File: config.mk
export PLATFORM = sky130hd
export DESIGN_NAME = licd_decoder
export DESIGN_NICKNAME = d
export VERILOG_FILES = /design/src/core/licd_pkg.sv /design/src/core/licd_cursor.sv /design/src/core/licd_glyph.sv /design/src/core/licd_decoder.sv
export SDC_FILE = /design/constraint.sdc
export NUM_CORES = 1
export LEC_CHECK = 0
export BUFFER_PORTS_ARGS = -buffer_cell sky130_fd_sc_hd__clkbuf_2
export CORE_MARGIN = 2
export CORE_UTILIZATION = 55
export CTS_CLUSTER_DIAMETER = 150
export DETAILED_ROUTE_END_ITERATION = 10
export PLACE_DENSITY = 0.87
export SYNTH_ARGS = -nofsm -noshare
export SYNTH_HDL_FRONTEND = slang
export SYNTH_SLANG_ARGS = --single-unit
File: constraint.sdc
create_clock -name clk -period 4.1 [get_ports clk]
set_clock_uncertainty 0.05 [all_clocks]
set_input_delay 0.205 -clock clk [delete_from_list [all_inputs] [get_ports clk]]
set_output_delay 0.205 -clock clk [all_outputs]
set_load 0.01 [all_outputs]
File: src/core/licd_pkg.sv
// shared constants and carrier types for the indirect command decoder
`default_nettype none
package licd_pkg;
	// command bytes
	localparam logic [7:0] CMD_CURSOR_SHAPE = 8'h5D;
	localparam logic [5:0] CMD_CURSOR_DIR_TOP = 6'h13;
	localparam logic [7:0] CMD_LAYER_OVERLAY = 8'h5B;
	localparam logic [7:0] CMD_GLYPH_BASE = 8'h5C;
	localparam logic [7:0] CMD_PIXEL_HSCROLL = 8'h5A;
	localparam logic [7:0] CMD_CURSOR_WRITE = 8'h46;
	localparam logic [7:0] CMD_CURSOR_READ = 8'h47;
	localparam logic [7:0] CMD_DEPTH = 8'h60;
	// field positions
	localparam int SIZE_LSB = 0;
	localparam int MODE_BIT = 7;
	localparam int OV_BIT = 4;
	localparam int DM3_BIT = 3;
	localparam int DM1_BIT = 2;
	localparam int MIX_LSB = 0;
	localparam int DIR_LSB = 0;
	localparam int HSCR_LSB = 0;
	localparam int DEPTH_LSB = 0;
	localparam int BYTE_W = 8;
	// move direction codes
	localparam logic [1:0] DIR_RIGHT = 2'h0;
	localparam logic [1:0] DIR_LEFT = 2'h1;
	localparam logic [1:0] DIR_UP = 2'h2;
	localparam logic [1:0] DIR_DOWN = 2'h3;
	// glyph layout
	localparam logic [3:0] ONE_BYTE_MAX_COL = 4'h7;
	// reset values
	localparam logic [15:0] ADDR_RST = 16'h0000;
	localparam logic [3:0] SIZE_RST = 4'h0;
	localparam logic [1:0] CODE2_RST = 2'h0;
	localparam logic [2:0] HSCR_RST = 3'h0;

	typedef enum logic [2:0] {
		SEQ_IDLE,
		SEQ_SHAPE,
		SEQ_OVERLAY,
		SEQ_GLYPH,
		SEQ_HSCROLL,
		SEQ_CWRITE,
		SEQ_CREAD,
		SEQ_DEPTH
	} licd_seq_t;

	typedef struct packed {
		logic [3:0] cursor_hsize;
		logic [3:0] cursor_vsize;
		logic cursor_mode_bit;
		logic [1:0] move_dir;
		logic three_layer_select;
		logic block3_display_mode;
		logic block1_display_mode;
		logic [1:0] layer_combine;
		logic [15:0] glyph_base;
		logic [2:0] pixel_hscroll;
		logic [1:0] depth_sel;
	} licd_cfg_t;

	typedef struct packed {
		logic wr;
		logic rd;
		logic cmd_param_select;
		logic [7:0] data;
	} licd_host_t;
endpackage
`default_nettype wire

File: src/core/licd_cursor.sv
// cursor address register with byte loads and auto move on memory access
`timescale 1ns/1ps
`default_nettype none
module licd_cursor #(
	parameter int ADDR_W = 16
) (
	// clock and reset
	input wire logic clk,
	input wire logic rst_n,
	// byte loads
	input wire logic load_low,
	input wire logic load_high,
	input wire logic [7:0] load_data,
	// movement
	input wire logic step,
	input wire logic [1:0] move_dir,
	input wire logic [ADDR_W-1:0] addr_pitch,
	// current address
	output logic [ADDR_W-1:0] cursor_addr
);
	logic [ADDR_W-1:0] next_cursor_addr;

	// byte loads split the address at bit 8, so widths outside 9 to 16 cannot be served
	if (ADDR_W < 9 || ADDR_W > 16)
	begin : g_bad_width
		$error("licd_cursor: ADDR_W must be 9 to 16");
	end

	// loads take priority so a host write is never undone by a same-cycle step
	always_comb
	begin
		next_cursor_addr = cursor_addr;
		if (load_low)
			next_cursor_addr[7:0] = load_data;
		else if (load_high)
			next_cursor_addr[ADDR_W-1:8] = load_data[ADDR_W-9:0];
		else if (step)
		begin
			// [RL18] step by direction
			case (move_dir)
				licd_pkg::DIR_RIGHT: next_cursor_addr = cursor_addr + ADDR_W'(1);
				licd_pkg::DIR_LEFT: next_cursor_addr = cursor_addr - ADDR_W'(1);
				licd_pkg::DIR_UP: next_cursor_addr = cursor_addr - addr_pitch;
				licd_pkg::DIR_DOWN: next_cursor_addr = cursor_addr + addr_pitch;
				default: next_cursor_addr = cursor_addr;
			endcase
		end
	end

	// address register
	always_ff @(posedge clk or negedge rst_n)
	begin
		if (!rst_n)
			cursor_addr <= ADDR_W'(licd_pkg::ADDR_RST);
		else
			cursor_addr <= next_cursor_addr;
	end
endmodule // licd_cursor
`default_nettype wire

File: src/core/licd_glyph.sv
// glyph bitmap pixel picker for character fields up to 16 pixels wide
`timescale 1ns/1ps
`default_nettype none
module licd_glyph (
	// field setup
	input wire logic [3:0] char_field_width,
	input wire logic [3:0] pixel_col,
	// bitmap row, first byte is leftmost
	input wire logic [7:0] glyph_byte0,
	input wire logic [7:0] glyph_byte1,
	// results
	output logic two_bytes,
	output logic pixel
);
	// [RL15] two bytes past 8
	assign two_bytes = (char_field_width > licd_pkg::ONE_BYTE_MAX_COL);

	// no spacing is inserted: bits of the bitmap past the glyph show as they are,
	// so blank margins come only from zeros the host stores there
	always_comb
	begin
		pixel = 1'b0;
		if (pixel_col <= char_field_width)
		begin
			// [RL13] msb is leftmost pixel
			if (pixel_col[3])
				pixel = glyph_byte1[3'h7 - pixel_col[2:0]];
			else
				pixel = glyph_byte0[3'h7 - pixel_col[2:0]];
		end
	end
endmodule // licd_glyph
`default_nettype wire

File: src/core/licd_decoder.sv
// indirect command byte decoder with parameter routing and cursor readback
//
// Operation
// [RL1] host sends block4 start only dual two-layer
// [RL2] 5Dh is cursor shape, P1 width
// [RL3] shape P2: bit7 mode, bits3-0 height
// [RL4] 010011xx sets move direction, no parameters
// [RL5] 5Bh overlay P1 bit4 three-layer select
// [RL6] overlay bits3-2 block3/block1 display modes
// [RL7] overlay bits1-0 layer combine method
// [RL8] 5Ch glyph base, low then high
// [RL9] 5Ah one parameter, bits2-0 pixel scroll
// [RL10] 46h loads cursor, low then high
// [RL11] 47h: next two reads give cursor
// [RL12] 60h parameter bits1-0 select depth
// [RL13] bitmap origin top left, bits horizontal
// [RL14] wider field blank only if bitmap zero
// [RL15] field width to 16, two bytes
// [RL16] no spacing; wide pitch needs two bytes
// [RL17] select high command, low parameter
// [RL18] memory access moves cursor by direction
// [RL19] count parameters; new command restarts
//
// Limitations
// - strobes are taken as one clock wide; a strobe held high acts on every cycle
// - a cursor byte load in the same cycle as a memory access wins and the step is lost
// - each readback byte shows the cursor as it stands at that read
// - parameter bits outside the documented fields are dropped, not checked
// - pixel columns past the field width read blank in the pixel pick
`timescale 1ns/1ps
`default_nettype none
module licd_decoder #(
	parameter int ADDR_W = 16
) (
	// clock and reset
	input wire logic clk,
	input wire logic rst_n,
	// host bus, one-cycle strobes
	input wire logic host_wr,
	input wire logic host_rd,
	input wire logic cmd_param_select,
	input wire logic [7:0] host_din,
	output logic [7:0] host_dout,
	output logic host_dout_valid,
	// display memory side
	input wire logic mem_access,
	input wire logic [ADDR_W-1:0] addr_pitch,
	output logic [ADDR_W-1:0] cursor_addr,
	// decoded settings
	output var licd_pkg::licd_cfg_t cfg,
	// glyph scan
	input wire logic [3:0] char_field_width,
	input wire logic [3:0] pixel_col,
	input wire logic [7:0] glyph_byte0,
	input wire logic [7:0] glyph_byte1,
	output logic glyph_two_bytes,
	output logic glyph_pixel
);
	// readback and byte loads split the cursor into two fixed bytes, so only 16 bits are served
	if (ADDR_W != 16)
	begin : g_bad_width
		$error("licd_decoder: ADDR_W must be 16");
	end

	licd_pkg::licd_host_t host;
	licd_pkg::licd_seq_t seq, next_seq;
	logic pidx, next_pidx;
	licd_pkg::licd_cfg_t next_cfg;
	logic [7:0] next_host_dout;
	logic next_host_dout_valid;
	logic cmd_wr, par_wr, data_rd;
	logic load_low, load_high;
	logic two_bytes_c, pixel_c;
	logic cread_hit;
	logic next_glyph_two_bytes, next_glyph_pixel;

	assign host = '{wr: host_wr, rd: host_rd, cmd_param_select: cmd_param_select, data: host_din};

	// [RL17] decode select line
	assign cmd_wr = host.wr && host.cmd_param_select;
	assign par_wr = host.wr && !host.cmd_param_select;
	assign data_rd = host.rd && host.cmd_param_select;

	// a read that belongs to a pending cursor readback
	assign cread_hit = data_rd && seq == licd_pkg::SEQ_CREAD;

	// sequence tracking: which command owns the next parameter, and its index
	always_comb
	begin
		next_seq = seq;
		next_pidx = pidx;
		// a command byte always wins, so the host can abort a half-sent sequence at any time
		if (cmd_wr)
		begin
			// [RL19] new command restarts count
			next_pidx = 1'b0;
			case (host.data)
				licd_pkg::CMD_CURSOR_SHAPE: next_seq = licd_pkg::SEQ_SHAPE;
				licd_pkg::CMD_LAYER_OVERLAY: next_seq = licd_pkg::SEQ_OVERLAY;
				licd_pkg::CMD_GLYPH_BASE: next_seq = licd_pkg::SEQ_GLYPH;
				licd_pkg::CMD_PIXEL_HSCROLL: next_seq = licd_pkg::SEQ_HSCROLL;
				licd_pkg::CMD_CURSOR_WRITE: next_seq = licd_pkg::SEQ_CWRITE;
				licd_pkg::CMD_CURSOR_READ: next_seq = licd_pkg::SEQ_CREAD;
				licd_pkg::CMD_DEPTH: next_seq = licd_pkg::SEQ_DEPTH;
				default: next_seq = licd_pkg::SEQ_IDLE;
			endcase
		end
		else if (par_wr)
		begin
			// parameters with no owning command fall to idle and are dropped
			// [RL19] route by count
			case (seq)
				licd_pkg::SEQ_SHAPE,
				licd_pkg::SEQ_GLYPH,
				licd_pkg::SEQ_CWRITE:
				begin
					next_pidx = 1'b1;
					if (pidx)
						next_seq = licd_pkg::SEQ_IDLE;
				end
				default: next_seq = licd_pkg::SEQ_IDLE;
			endcase
		end
		else if (cread_hit)
		begin
			// [RL11] two reads then done
			next_pidx = 1'b1;
			if (pidx)
				next_seq = licd_pkg::SEQ_IDLE;
		end
	end

	// sequence registers
	always_ff @(posedge clk or negedge rst_n)
	begin
		if (!rst_n)
		begin
			seq <= licd_pkg::SEQ_IDLE;
			pidx <= 1'b0;
		end
		else
		begin
			seq <= next_seq;
			pidx <= next_pidx;
		end
	end

	// settings update from parameter bytes; unused bits are simply not stored
	always_comb
	begin
		next_cfg = cfg;
		if (cmd_wr && host.data[7:2] == licd_pkg::CMD_CURSOR_DIR_TOP)
			// [RL4] direction from command
			next_cfg.move_dir = host.data[licd_pkg::DIR_LSB +: 2];
		else if (par_wr)
		begin
			case (seq)
				licd_pkg::SEQ_SHAPE:
				begin
					if (!pidx)
						// [RL2] width in P1
						next_cfg.cursor_hsize = host.data[licd_pkg::SIZE_LSB +: 4];
					else
					begin
						// [RL3] mode and height
						next_cfg.cursor_mode_bit = host.data[licd_pkg::MODE_BIT];
						next_cfg.cursor_vsize = host.data[licd_pkg::SIZE_LSB +: 4];
					end
				end
				licd_pkg::SEQ_OVERLAY:
				begin
					// [RL5] three-layer select
					next_cfg.three_layer_select = host.data[licd_pkg::OV_BIT];
					// [RL6] block display modes
					next_cfg.block3_display_mode = host.data[licd_pkg::DM3_BIT];
					next_cfg.block1_display_mode = host.data[licd_pkg::DM1_BIT];
					// [RL7] layer combine code
					next_cfg.layer_combine = host.data[licd_pkg::MIX_LSB +: 2];
				end
				licd_pkg::SEQ_GLYPH:
				begin
					// [RL8] glyph base bytes
					if (!pidx)
						next_cfg.glyph_base[7:0] = host.data;
					else
						next_cfg.glyph_base[15:8] = host.data;
				end
				licd_pkg::SEQ_HSCROLL:
					// [RL9] pixel scroll
					next_cfg.pixel_hscroll = host.data[licd_pkg::HSCR_LSB +: 3];
				licd_pkg::SEQ_DEPTH:
					// [RL12] depth select
					next_cfg.depth_sel = host.data[licd_pkg::DEPTH_LSB +: 2];
				default: next_cfg = cfg;
			endcase
		end
	end

	// settings register
	always_ff @(posedge clk or negedge rst_n)
	begin
		if (!rst_n)
		begin
			// all settings clear to zero; the host configures everything after reset
			cfg <= '{
				cursor_hsize: licd_pkg::SIZE_RST,
				cursor_vsize: licd_pkg::SIZE_RST,
				cursor_mode_bit: 1'b0,
				move_dir: licd_pkg::CODE2_RST,
				three_layer_select: 1'b0,
				block3_display_mode: 1'b0,
				block1_display_mode: 1'b0,
				layer_combine: licd_pkg::CODE2_RST,
				glyph_base: licd_pkg::ADDR_RST,
				pixel_hscroll: licd_pkg::HSCR_RST,
				depth_sel: licd_pkg::CODE2_RST
			};
		end
		else
			cfg <= next_cfg;
	end

	// [RL10] cursor byte loads
	assign load_low = par_wr && seq == licd_pkg::SEQ_CWRITE && !pidx;
	assign load_high = par_wr && seq == licd_pkg::SEQ_CWRITE && pidx;

	// cursor register sits apart so its step arithmetic stays in one place
	licd_cursor #(
		.ADDR_W(ADDR_W)
	) u_cursor (
		.clk(clk),
		.rst_n(rst_n),
		.load_low(load_low),
		.load_high(load_high),
		.load_data(host.data),
		.step(mem_access),
		.move_dir(cfg.move_dir),
		.addr_pitch(addr_pitch),
		.cursor_addr(cursor_addr)
	);

	// read data: low byte on the first read, high on the second
	always_comb
	begin
		next_host_dout = host_dout;
		next_host_dout_valid = 1'b0;
		// host_dout keeps its value after the pulse so a slow host can still fetch it
		if (cread_hit)
		begin
			// [RL11] low then high
			next_host_dout_valid = 1'b1;
			next_host_dout = pidx ? cursor_addr[15:8] : cursor_addr[7:0];
		end
	end

	// read register
	always_ff @(posedge clk or negedge rst_n)
	begin
		if (!rst_n)
		begin
			host_dout <= 8'h00;
			host_dout_valid <= 1'b0;
		end
		else
		begin
			host_dout <= next_host_dout;
			host_dout_valid <= next_host_dout_valid;
		end
	end

	// [RL14] bitmap shown unaltered
	licd_glyph u_glyph (
		.char_field_width(char_field_width),
		.pixel_col(pixel_col),
		.glyph_byte0(glyph_byte0),
		.glyph_byte1(glyph_byte1),
		.two_bytes(two_bytes_c),
		.pixel(pixel_c)
	);

	// glyph next values; the scan side has no handshake, so a fresh pick every cycle
	always_comb
	begin
		next_glyph_two_bytes = two_bytes_c;
		next_glyph_pixel = pixel_c;
	end

	// glyph results registered; one cycle of latency behind the scan inputs
	always_ff @(posedge clk or negedge rst_n)
	begin
		if (!rst_n)
		begin
			glyph_two_bytes <= 1'b0;
			glyph_pixel <= 1'b0;
		end
		else
		begin
			// [RL16] two-byte fetch for wide pitch
			glyph_two_bytes <= next_glyph_two_bytes;
			glyph_pixel <= next_glyph_pixel;
		end
	end
endmodule // licd_decoder
`default_nettype wire

After elaboration in Yosys (flattened, before gate mapping)
Cells that the tools add are included.
{"block": "totals", "register_bits": 68, "output_inout_bits": 64, "elab_cells": 100}
{"block": "classes", "addsub": 5, "magnitude_cmp": 3, "eq_ne": 20, "mux": 24, "bitwise": 3, "n_reduce_logical": 25}
{"op": "one-hot mux 16 bit (4 select lines)", "count": 1}
{"op": "== test 8 x 7 -> 1 bit (second input constant)", "count": 7}
{"op": "two-way mux 8 bit", "count": 4}
{"op": "one-hot mux 3 bit (7 select lines)", "count": 1}
{"op": "adder 16 x 1 -> 16 bit (second input constant)", "count": 1}
{"op": "adder 16 bit", "count": 1}
{"op": "two-way mux 16 bit", "count": 1}
{"op": "AND reduction 4 bit", "count": 4}
{"op": "subtractor 16 x 1 -> 16 bit (second input constant)", "count": 1}
{"op": "subtractor 16 bit", "count": 1}
{"op": "two-way mux 3 bit", "count": 5}
{"op": "== test 3 bit (second input constant)", "count": 4}
{"op": "two-way mux 1 bit", "count": 9}
{"op": "AND reduction 3 bit", "count": 3}
{"op": "logical AND 1 bit", "count": 8}
{"op": "binary-select mux 1 bit (select 3 bit)", "count": 2}
{"op": "== test 3 x 2 -> 1 bit (second input constant)", "count": 2}
{"op": "== test 6 x 5 -> 1 bit (second input constant)", "count": 1}
{"op": "AND reduction 2 bit", "count": 3}
{"op": "== test 2 bit (second input constant)", "count": 2}
{"op": "> comparator 4 x 3 -> 1 bit (second input constant)", "count": 1}
{"op": "less-or-equal comparator 4 bit", "count": 1}
{"op": "< comparator 3 x 4 -> 1 bit (second input constant)", "count": 1}
{"op": "nonzero test 2 bit", "count": 2}
{"op": "11 further kinds", "count": 14}

Longest topological paths before layout
Gate-level depths: netlist (run 1).
{"block": "depth", "ltp_word": 6, "mapped_depth": 14}

By module
Synthesis (run 1) repeated with hierarchy kept, for this count alone.
{"block": "hier_totals", "cells_unflattened": 467, "area_unflattened_um2": 4461.8}
{"mod": "licd_decoder", "instances": 1, "cells_each": 181, "area_each_um2": 2304.7}
{"mod": "licd_cursor", "instances": 1, "cells_each": 262, "area_each_um2": 1926.8}
{"mod": "licd_glyph", "instances": 1, "cells_each": 24, "area_each_um2": 230.2}

Worst setup path before layout (run 1)
Ideal clock, no wire load.
{"block": "synth_timing", "path_type": "flip-flop to flip-flop", "from": "register cfg[27] (netlist name)", "to": "register u_cursor.cursor_addr[10]", "setup_time_ns": 0.120, "t_arrival_ns": 2.642, "slack_ns": 1.288, "stages_incl_launch_ff": 12, "synth_period_minus_slack_ns": 2.812, "cell_sequence": "dfrtp_1 clkinv_1 clkbuf_1 a21oi_1 o32a_1 ha_1 nor2b_1 o21a_1 o21ai_1 a21oi_1 a2111o_1 a31o_1"}
{"block": "synth_via", "elab_chain_cells": 4, "elab_cells_between_ends": 7, "cone_classes": "3 x eq/ne; 3 x mux; 1 x reduce/logical"}
{"item": "start, declared", "line": "licd_decoder.sv:50", "text": "output var licd_pkg::licd_cfg_t cfg,"}
{"item": "start signal, assigned", "line": "licd_decoder.sv:205", "text": "cfg <= '{"}
{"item": "start signal, assigned", "line": "licd_decoder.sv:220", "text": "cfg <= next_cfg;"}
{"item": "== test 2 bit (tied with other cells)", "line": "licd_cursor.sv:40", "text": "case (move_dir)"}
{"item": "one-hot mux 16 bit (4 select lines) *", "line": "licd_cursor.sv:40"}
{"item": "two-way mux 16 bit *", "line": "licd_cursor.sv:37", "text": "else if (step)"}
{"item": "two-way mux 8 bit *", "line": "licd_cursor.sv:35", "text": "else if (load_high)"}
{"item": "end signal, assigned", "line": "licd_cursor.sv:54", "text": "cursor_addr <= ADDR_W'(licd_pkg::ADDR_RST);"}
{"item": "end signal, assigned", "line": "licd_cursor.sv:56", "text": "cursor_addr <= next_cursor_addr;"}
{"item": "end, declared", "line": "licd_cursor.sv:19", "text": "output logic [ADDR_W-1:0] cursor_addr"}
Mark *: on every way between the ends. The rest lies on a longest branch, timed or not. The select of a mux whose other input is x is not followed.
A chain may end at the register's enable or synchronous reset.

Worst setup path after layout (run 1)
Same ends and word-level chain as after synthesis.

==> results.toml, run 1 <==
[outcome]
status = "completed"

[worst_setup_path]
r2r_start = "cfg[27]"
reg2regPathDepth = 9
end_kind = "flop"
worstSetupPathType = "reg -> reg"
crit_required_ns = 4.27
rrSetupSlack_ns = 0.91
crit_fanout = 17
worstPathArrival_ns = 3.35
critPathLaunch = "cfg[27]"
r2r_end = "u_cursor.cursor_addr[10]"
start_kind = "flop"

[sta]
fin_setup_tns_ns = 0
finalHoldViolCount = 0
tightest_slew_ns = 1.02
fmax_mhz = 314
finalSetupViolCount = 0
finalCriticalPeriod_ns = 3.19
period_share_pct = 77.7
maxSlewHeadroom_pct = 31.2
grt_setup_unrepaired = "false"
slew_violations = 0
setup_slack_ns = 0.915

[cells_and_area]
finalNetCount = 621
multi_input_area_um2 = 2470
regArea_um2 = 1700
finalNonFillerCells = 653
area_delta_synth_final_pct = 19.4
diodes = 0
final_util_pct = 67.5
nFillCells = 609
drive_above_1_share_pct = 30.7

[synthesis]
netlist_area_um2 = 4350
post-synth-top-count-cell = "dfrtp_1"
muxShareOfSynthArea_pct = 14.7
synth_fa_ha_area_share_pct = 6.21
synth_top_family_by_area = "compound AO/OA/AOI/OAI gates"
syn_inst = 437
post-synth-top-area-fraction_pct = 39.1
synthArstFlopShare_pct = 100
synth_seq_area_share_pct = 39.1
synth_area_leader_cell = "dfrtp_1"
synth-compound-area-share_pct = 17.0
synthFlopType = "dfrtp_1"
synth_edf_count = 0
synth_common_cells = "dfrtp_1, nand2_1, nor2_1, o21ai_0, a21oi_1"
synth_nets = 512
synth-simple-area-share_pct = 15.3
avgSynthCellArea_um2 = 9.95
synth_xor_area_share_pct = 3.62
ys_types = 65
yosys-top-cells-area = "dfrtp_1, ha_1, mux2_2, mux2_1, xnor2_1"
ys_warn_count = 0
ys_ff_latch = 68

[floorplan]
die_h_um = 92.9
die_x_um = 92.9
start_util_pct = 56.6
dieArea_um2 = 8640
rows = 32
core_area_um2 = 7690
io-pin-count = 118

[place]
place_congestion = 0.992
hpwl_um = 8680
place_ws_ns = 0.897
dp_cells = 635
io_buffers = 117

[hold_path]
min-delay-start = "host_din[6]"
hp-class = "in -> reg"
hold_end = "cfg[11]"
whs_path_depth = 2

[drt]
first_pass_iters = 6
vias = 3878
ant_nets = 0
viasPerCell = 5.94
wirelength_um = 11500
wire_per_inst_um = 17.6
drc = 0
drtIter0Drc = 277

[global_route]
grt_usage_pct = 27.0
grt_pass1_wl_um = 18300
gr-usage-met3_pct = 5.37
gr-usage-met1_pct = 35.2
grt_busiest_layer = "met2"
antenna_found_initial = 0
first_global_vias = 3722
grt_max_degree = 40
grtUsageMet2_pct = 46.0
grt.overflow.total = 0

[pwr]
p_leak_nw = 2.58
powerDensity_nw_per_um2 = 509
peakVddDrop_mv = 0.257

[clock_network]
clk_pin_slew_ns = 0.07
cts_buffer_depth = 2
cts.repair_timing.setup_buffer_count = 0
root_buffer = "clkbuf_8"
insertion_delay_ns = 0.33
cts_inserted_buffers = 9
cts_tree = "yes"
cts-htree-levels = 3
clock_sinks = 68

[flow_run]
cap_violations = 0
## power by group
group	leakage [nW]	internal, W	switching [W]	total [W]
combinational	1.58	0.000487	0.000613	0.00110
sequential	0.891	0.000773	0.000164	0.000936
clock	0.107	0.000359	0.000249	0.000608
total	2.58	0.00162	0.00103	0.00264
## worst max path at each step
stage,end,slack (ns),cells after the start
floorplan,u_cursor.cursor_addr[10],1.29,11
global placement,u_cursor.cursor_addr[10],1.03,9
detailed placement,u_cursor.cursor_addr[10],0.90,11
CTS,u_cursor.cursor_addr[10],0.94,9
global route,u_cursor.cursor_addr[15],0.71,9
finish,u_cursor.cursor_addr[10],0.91,9
## cell families (layout without fill, tap and decap cells)
kind of cell	after synthesis	in the layout
AO/OA/AOI/OAI	117	117
flip-flops	68	68
XOR/XNOR	18	18
multiplexers	53	53
adder cells (fa/ha/maj)	21	21
buffers and inverters	38	152
AND/OR/NAND/NOR	122	122
## through the flow
step                power, W  hold slack, ns  cell area (um2)
floorplan            0.00165          -0.141             4350
global placement     0.00198           0.240             4950
detailed placement   0.00202           0.250             4950
CTS                  0.00263           0.181             5190
global route         0.00281           0.188             5190
finish               0.00264           0.196             5190
## sequential cells by signal, indices dropped and copies added (netlist names)
signal                count
pidx                      1
seq                       3
glyph_pixel               1
cfg                      37
host_dout                 8
glyph_two_bytes           1
host_dout_valid           1
u_cursor.cursor_addr     16
## metal layers
layer / wire length (um) / share of wire (%)
met4: 155 / 1.3
met3: 798 / 6.9
met2: 5840 / 51
met1: 4700 / 41
met5: 0 / 0
## layout by cell type (no fill, tap or decap), types with 17 or more instances in the layout
cell      count
a21oi_1      25
clkbuf_2    117
dfrtp_1      68
ha_1         20
mux2_1       17
mux2_2       19
nand2_1      34
nor2_1       33
o21ai_0      28
xnor2_1      17
## what timing repair did
item                      CTS  global route
resized for setup           0             0
hold endpoints to repair   30             0
hold buffers                2             0
## final cells by class
type | count | area share (%)
inverters | 16 | 1.16
clock inverters | 4 | 1.40
flip-flops and latches | 68 | 32.8
clock buffers | 12 | 2.80
well taps | 102 | 2.46
repair buffers | 120 | 11.8
multi-input cells | 331 | 47.6
## critical path, stage by stage, from the launching register on
cell      delay [ns]
dfrtp_1         0.48
clkinv_1        0.39
o32a_1          0.46
ha_1            0.31
nor2b_1         0.15
o21a_1          0.18
o21ai_1         0.26
a21oi_1         0.14
a2111o_1        0.43
a31o_1          0.22
(Power assumes the default switching activity.)
==> inputs of run 2 (changes only) <==
--- a/config.mk
+++ b/config.mk
@@ -7,10 +7,10 @@
 export LEC_CHECK = 0
 export BUFFER_PORTS_ARGS = -buffer_cell sky130_fd_sc_hd__clkbuf_2
 export CORE_MARGIN = 2
-export CORE_UTILIZATION = 55
+export CORE_UTILIZATION = 48
 export CTS_CLUSTER_DIAMETER = 150
 export DETAILED_ROUTE_END_ITERATION = 10
-export PLACE_DENSITY = 0.87
+export PLACE_DENSITY = 0.81
 export SYNTH_ARGS = -nofsm -noshare
 export SYNTH_HDL_FRONTEND = slang
 export SYNTH_SLANG_ARGS = --single-unit
==> constraint.sdc (replaced) <==
create_clock -name clk -period 2.6 [get_ports clk]
set_clock_uncertainty 0.05 [all_clocks]
set_input_delay 0.13 -clock clk [delete_from_list [all_inputs] [get_ports clk]]
set_output_delay 0.13 -clock clk [all_outputs]
set_load 0.01 [all_outputs]
==> run 2 against run 1 <==
The run now ends with setup timing left. Critical endpoint unchanged. Via count increased by 4.7%. Combinational power increased by 110%. Core utilization down 1.9 points. Non-clock buffer count is 56 higher. Register-to-register slack lost 0.95 ns. First-iteration DRC count decreased by 29%. Critical path depth rose by 3. Die area is 14% higher. Final cell count grew 9.3%. Sequential share of layout area shrank 3.1 points. Worst hold slack lost 0.085 ns. Sequential cell count is the same.
==> results.toml, run 2 (synthesis results as in run 1) <==
[pwr]
p_clk_share_pct = 19.2
power_frac_comb_pct = 49.2
seqPwrFrac_pct = 31.5
switchingPower_w = 0.00174
powerDensity_nw_per_um2 = 801
p_sw_share_pct = 37.8
peakVddDrop_mv = 0.377
p_leak_nw = 2.88
intPower_w = 0.00286

[drt]
wire_per_inst_um = 16.8
wirelength_um = 12000
drc = 0
drtIter0Drc = 198
ant_nets = 0
vias = 4062
first_pass_iters = 5
viasPerCell = 5.69

[hold_path]
whs_path_depth = 2
hp-class = "in -> reg"
min-delay-start = "host_din[7]"
hold_end = "cfg[28]"

[sta]
period_share_pct = 101
maxSlewHeadroom_pct = 54.7
hold_ws_ns = 0.111
fmax_mhz = 380
tightest_slew_ns = 0.677
slew_violations = 0
grt_setup_unrepaired = "true"
setup_slack_ns = -0.0316
finalHoldViolCount = 0
finalSetupViolCount = 3
finalCriticalPeriod_ns = 2.63

[cells_and_area]
largest_reg_flops = 37
finalNetCount = 677
multi_input_area_um2 = 2600
top_regs = "cfg (37), u_cursor.cursor_addr (16), host_dout (8)"
final_area_um2 = 5750
final_util_pct = 65.6
diodes = 0
nFillCells = 708
drive_above_1_share_pct = 41.6
regArea_um2 = 1700
top_register = "cfg"
final_cell_mix = "clkbuf_2, dfrtp_1, buf_4, nand2_1, nor2_1"
area_delta_synth_final_pct = 32.2
final_common_cell = "clkbuf_2"

[place]
hpwl_um = 9120
place_congestion = 0.905
io_buffers = 117
dpl_cell_area_um2 = 5370

[worst_setup_path]
crit_fanout = 5
crit_required_ns = 2.78
end_kind = "flop"
start_kind = "flop"
slowest_delay_ns = 0.47
r2r_end = "u_cursor.cursor_addr[10]"
crit_chain = "buf_4 > a21oi_1 > a31o_2 > fa_2 > nor2b_2 > o21a_1 > o21ai_2 > buf_4 > a211oi_2 > buf_4 > nor2_1 > a31o_1"
reg2regPathDepth = 12
worstPathArrival_ns = 2.81
crit_family = "compound AO/OA/AOI/OAI gates"
r2r_start = "cfg[27]"
worstSetupPathType = "reg -> reg"
critPathBufInv = 3
critPathLaunch = "cfg[27]"
slowest_stage = "dfrtp_2"
rrSetupSlack_ns = -0.03
crit_top_cell = "buf_4"

[global_route]
grt_usage_pct = 24.2
antenna_found_initial = 0
first_global_vias = 3928
grt_pass1_wl_um = 18900
grt_max_degree = 44
grt.overflow.total = 0

[outcome]
status = "finished, violations left"
violations = "setup timing"

[flow_run]
cap_violations = 0

[floorplan]
rows = 34
dieArea_um2 = 9840
start_util_pct = 49.6
die_x_um = 99.2
die_h_um = 99.2
core_area_um2 = 8760
io-pin-count = 118

[clock_network]
cts_tree = "yes"
cts-htree-levels = 3
cts_inserted_buffers = 9
insertion_delay_ns = 0.34
clock_sinks = 68
cts_buffer_depth = 2
clk_pin_slew_ns = 0.07
root_buffer = "clkbuf_8"
[run 2: worst reg2reg max path, delay by kind of cell (launching register included)]
kind | cells | cell delay, ns
AOI/OAI and AO/OA | 6 | 0.99
DFF | 1 | 0.47
buffers and inverters | 3 | 0.45
adders and majority gates | 1 | 0.37
and+or+nand+nor | 2 | 0.20
[run 2: final cells by class]
class | count | share of cell area [%]
clock buffer | 14 | 3.00
timing repair buffer | 176 | 18.2
sequential | 68 | 29.6
multi-input combinational | 331 | 45.2
inverter | 16 | 1.09
clock inverter | 1 | 0.522
tap | 108 | 2.35
[run 2: per-stage QoR]
stage,setup TNS (ns),worst slack (ns),instances,total power [W]
after floorplan,-0.0459,-0.0459,437,0.00261
after global placement,-0.390,-0.109,693,0.00345
after detailed placement,-0.817,-0.186,693,0.00352
after CTS,-0.00497,-0.00497,711,0.00446
after global routing,-0.484,-0.120,714,0.00491
final,-0.0371,-0.0316,714,0.00461
[run 2: power by group through the flow]
stage               Combinational [W]  Sequential [W]  Clock (W)
CTS                           0.00211         0.00145   0.000909
finish                        0.00227         0.00145   0.000886
global placement              0.00200         0.00146          0
floorplan                     0.00116         0.00145          0
detailed placement            0.00206         0.00146          0
global route                  0.00248         0.00147   0.000954
[run 2: how the worst max path moves through the flow]
stage / endpoint / slack (ns) / depth (start not counted)
6_report: u_cursor.cursor_addr[10] / -0.03 / 12
5_1_grt: u_cursor.cursor_addr[10] / -0.12 / 12
4_1_cts: u_cursor.cursor_addr[10] / -0.005 / 10
3_5_place_dp: u_cursor.cursor_addr[14] / -0.19 / 13
3_3_place_gp: u_cursor.cursor_addr[14] / -0.11 / 13
2_1_floorplan: u_cursor.cursor_addr[10] / -0.05 / 10
[run 2: what timing repair did]
action / CTS / global route
resized for setup: 6 / 28
pin swaps: 0 / 8
endpoints found under the setup margin: 6 / 9
hold buffers: 2 / 0
setup buffers: 1 / 3
hold endpoints to repair: 26 / 0
[run 2: per-layer routing]
layer	global-route usage (%)	up-vias	wire length [um]
met5	0	-	0
met4	7.17	0	125
met3	4.92	10	781
met2	42.1	155	6100
met1	30.4	1960	4960
li1	-	1937	-
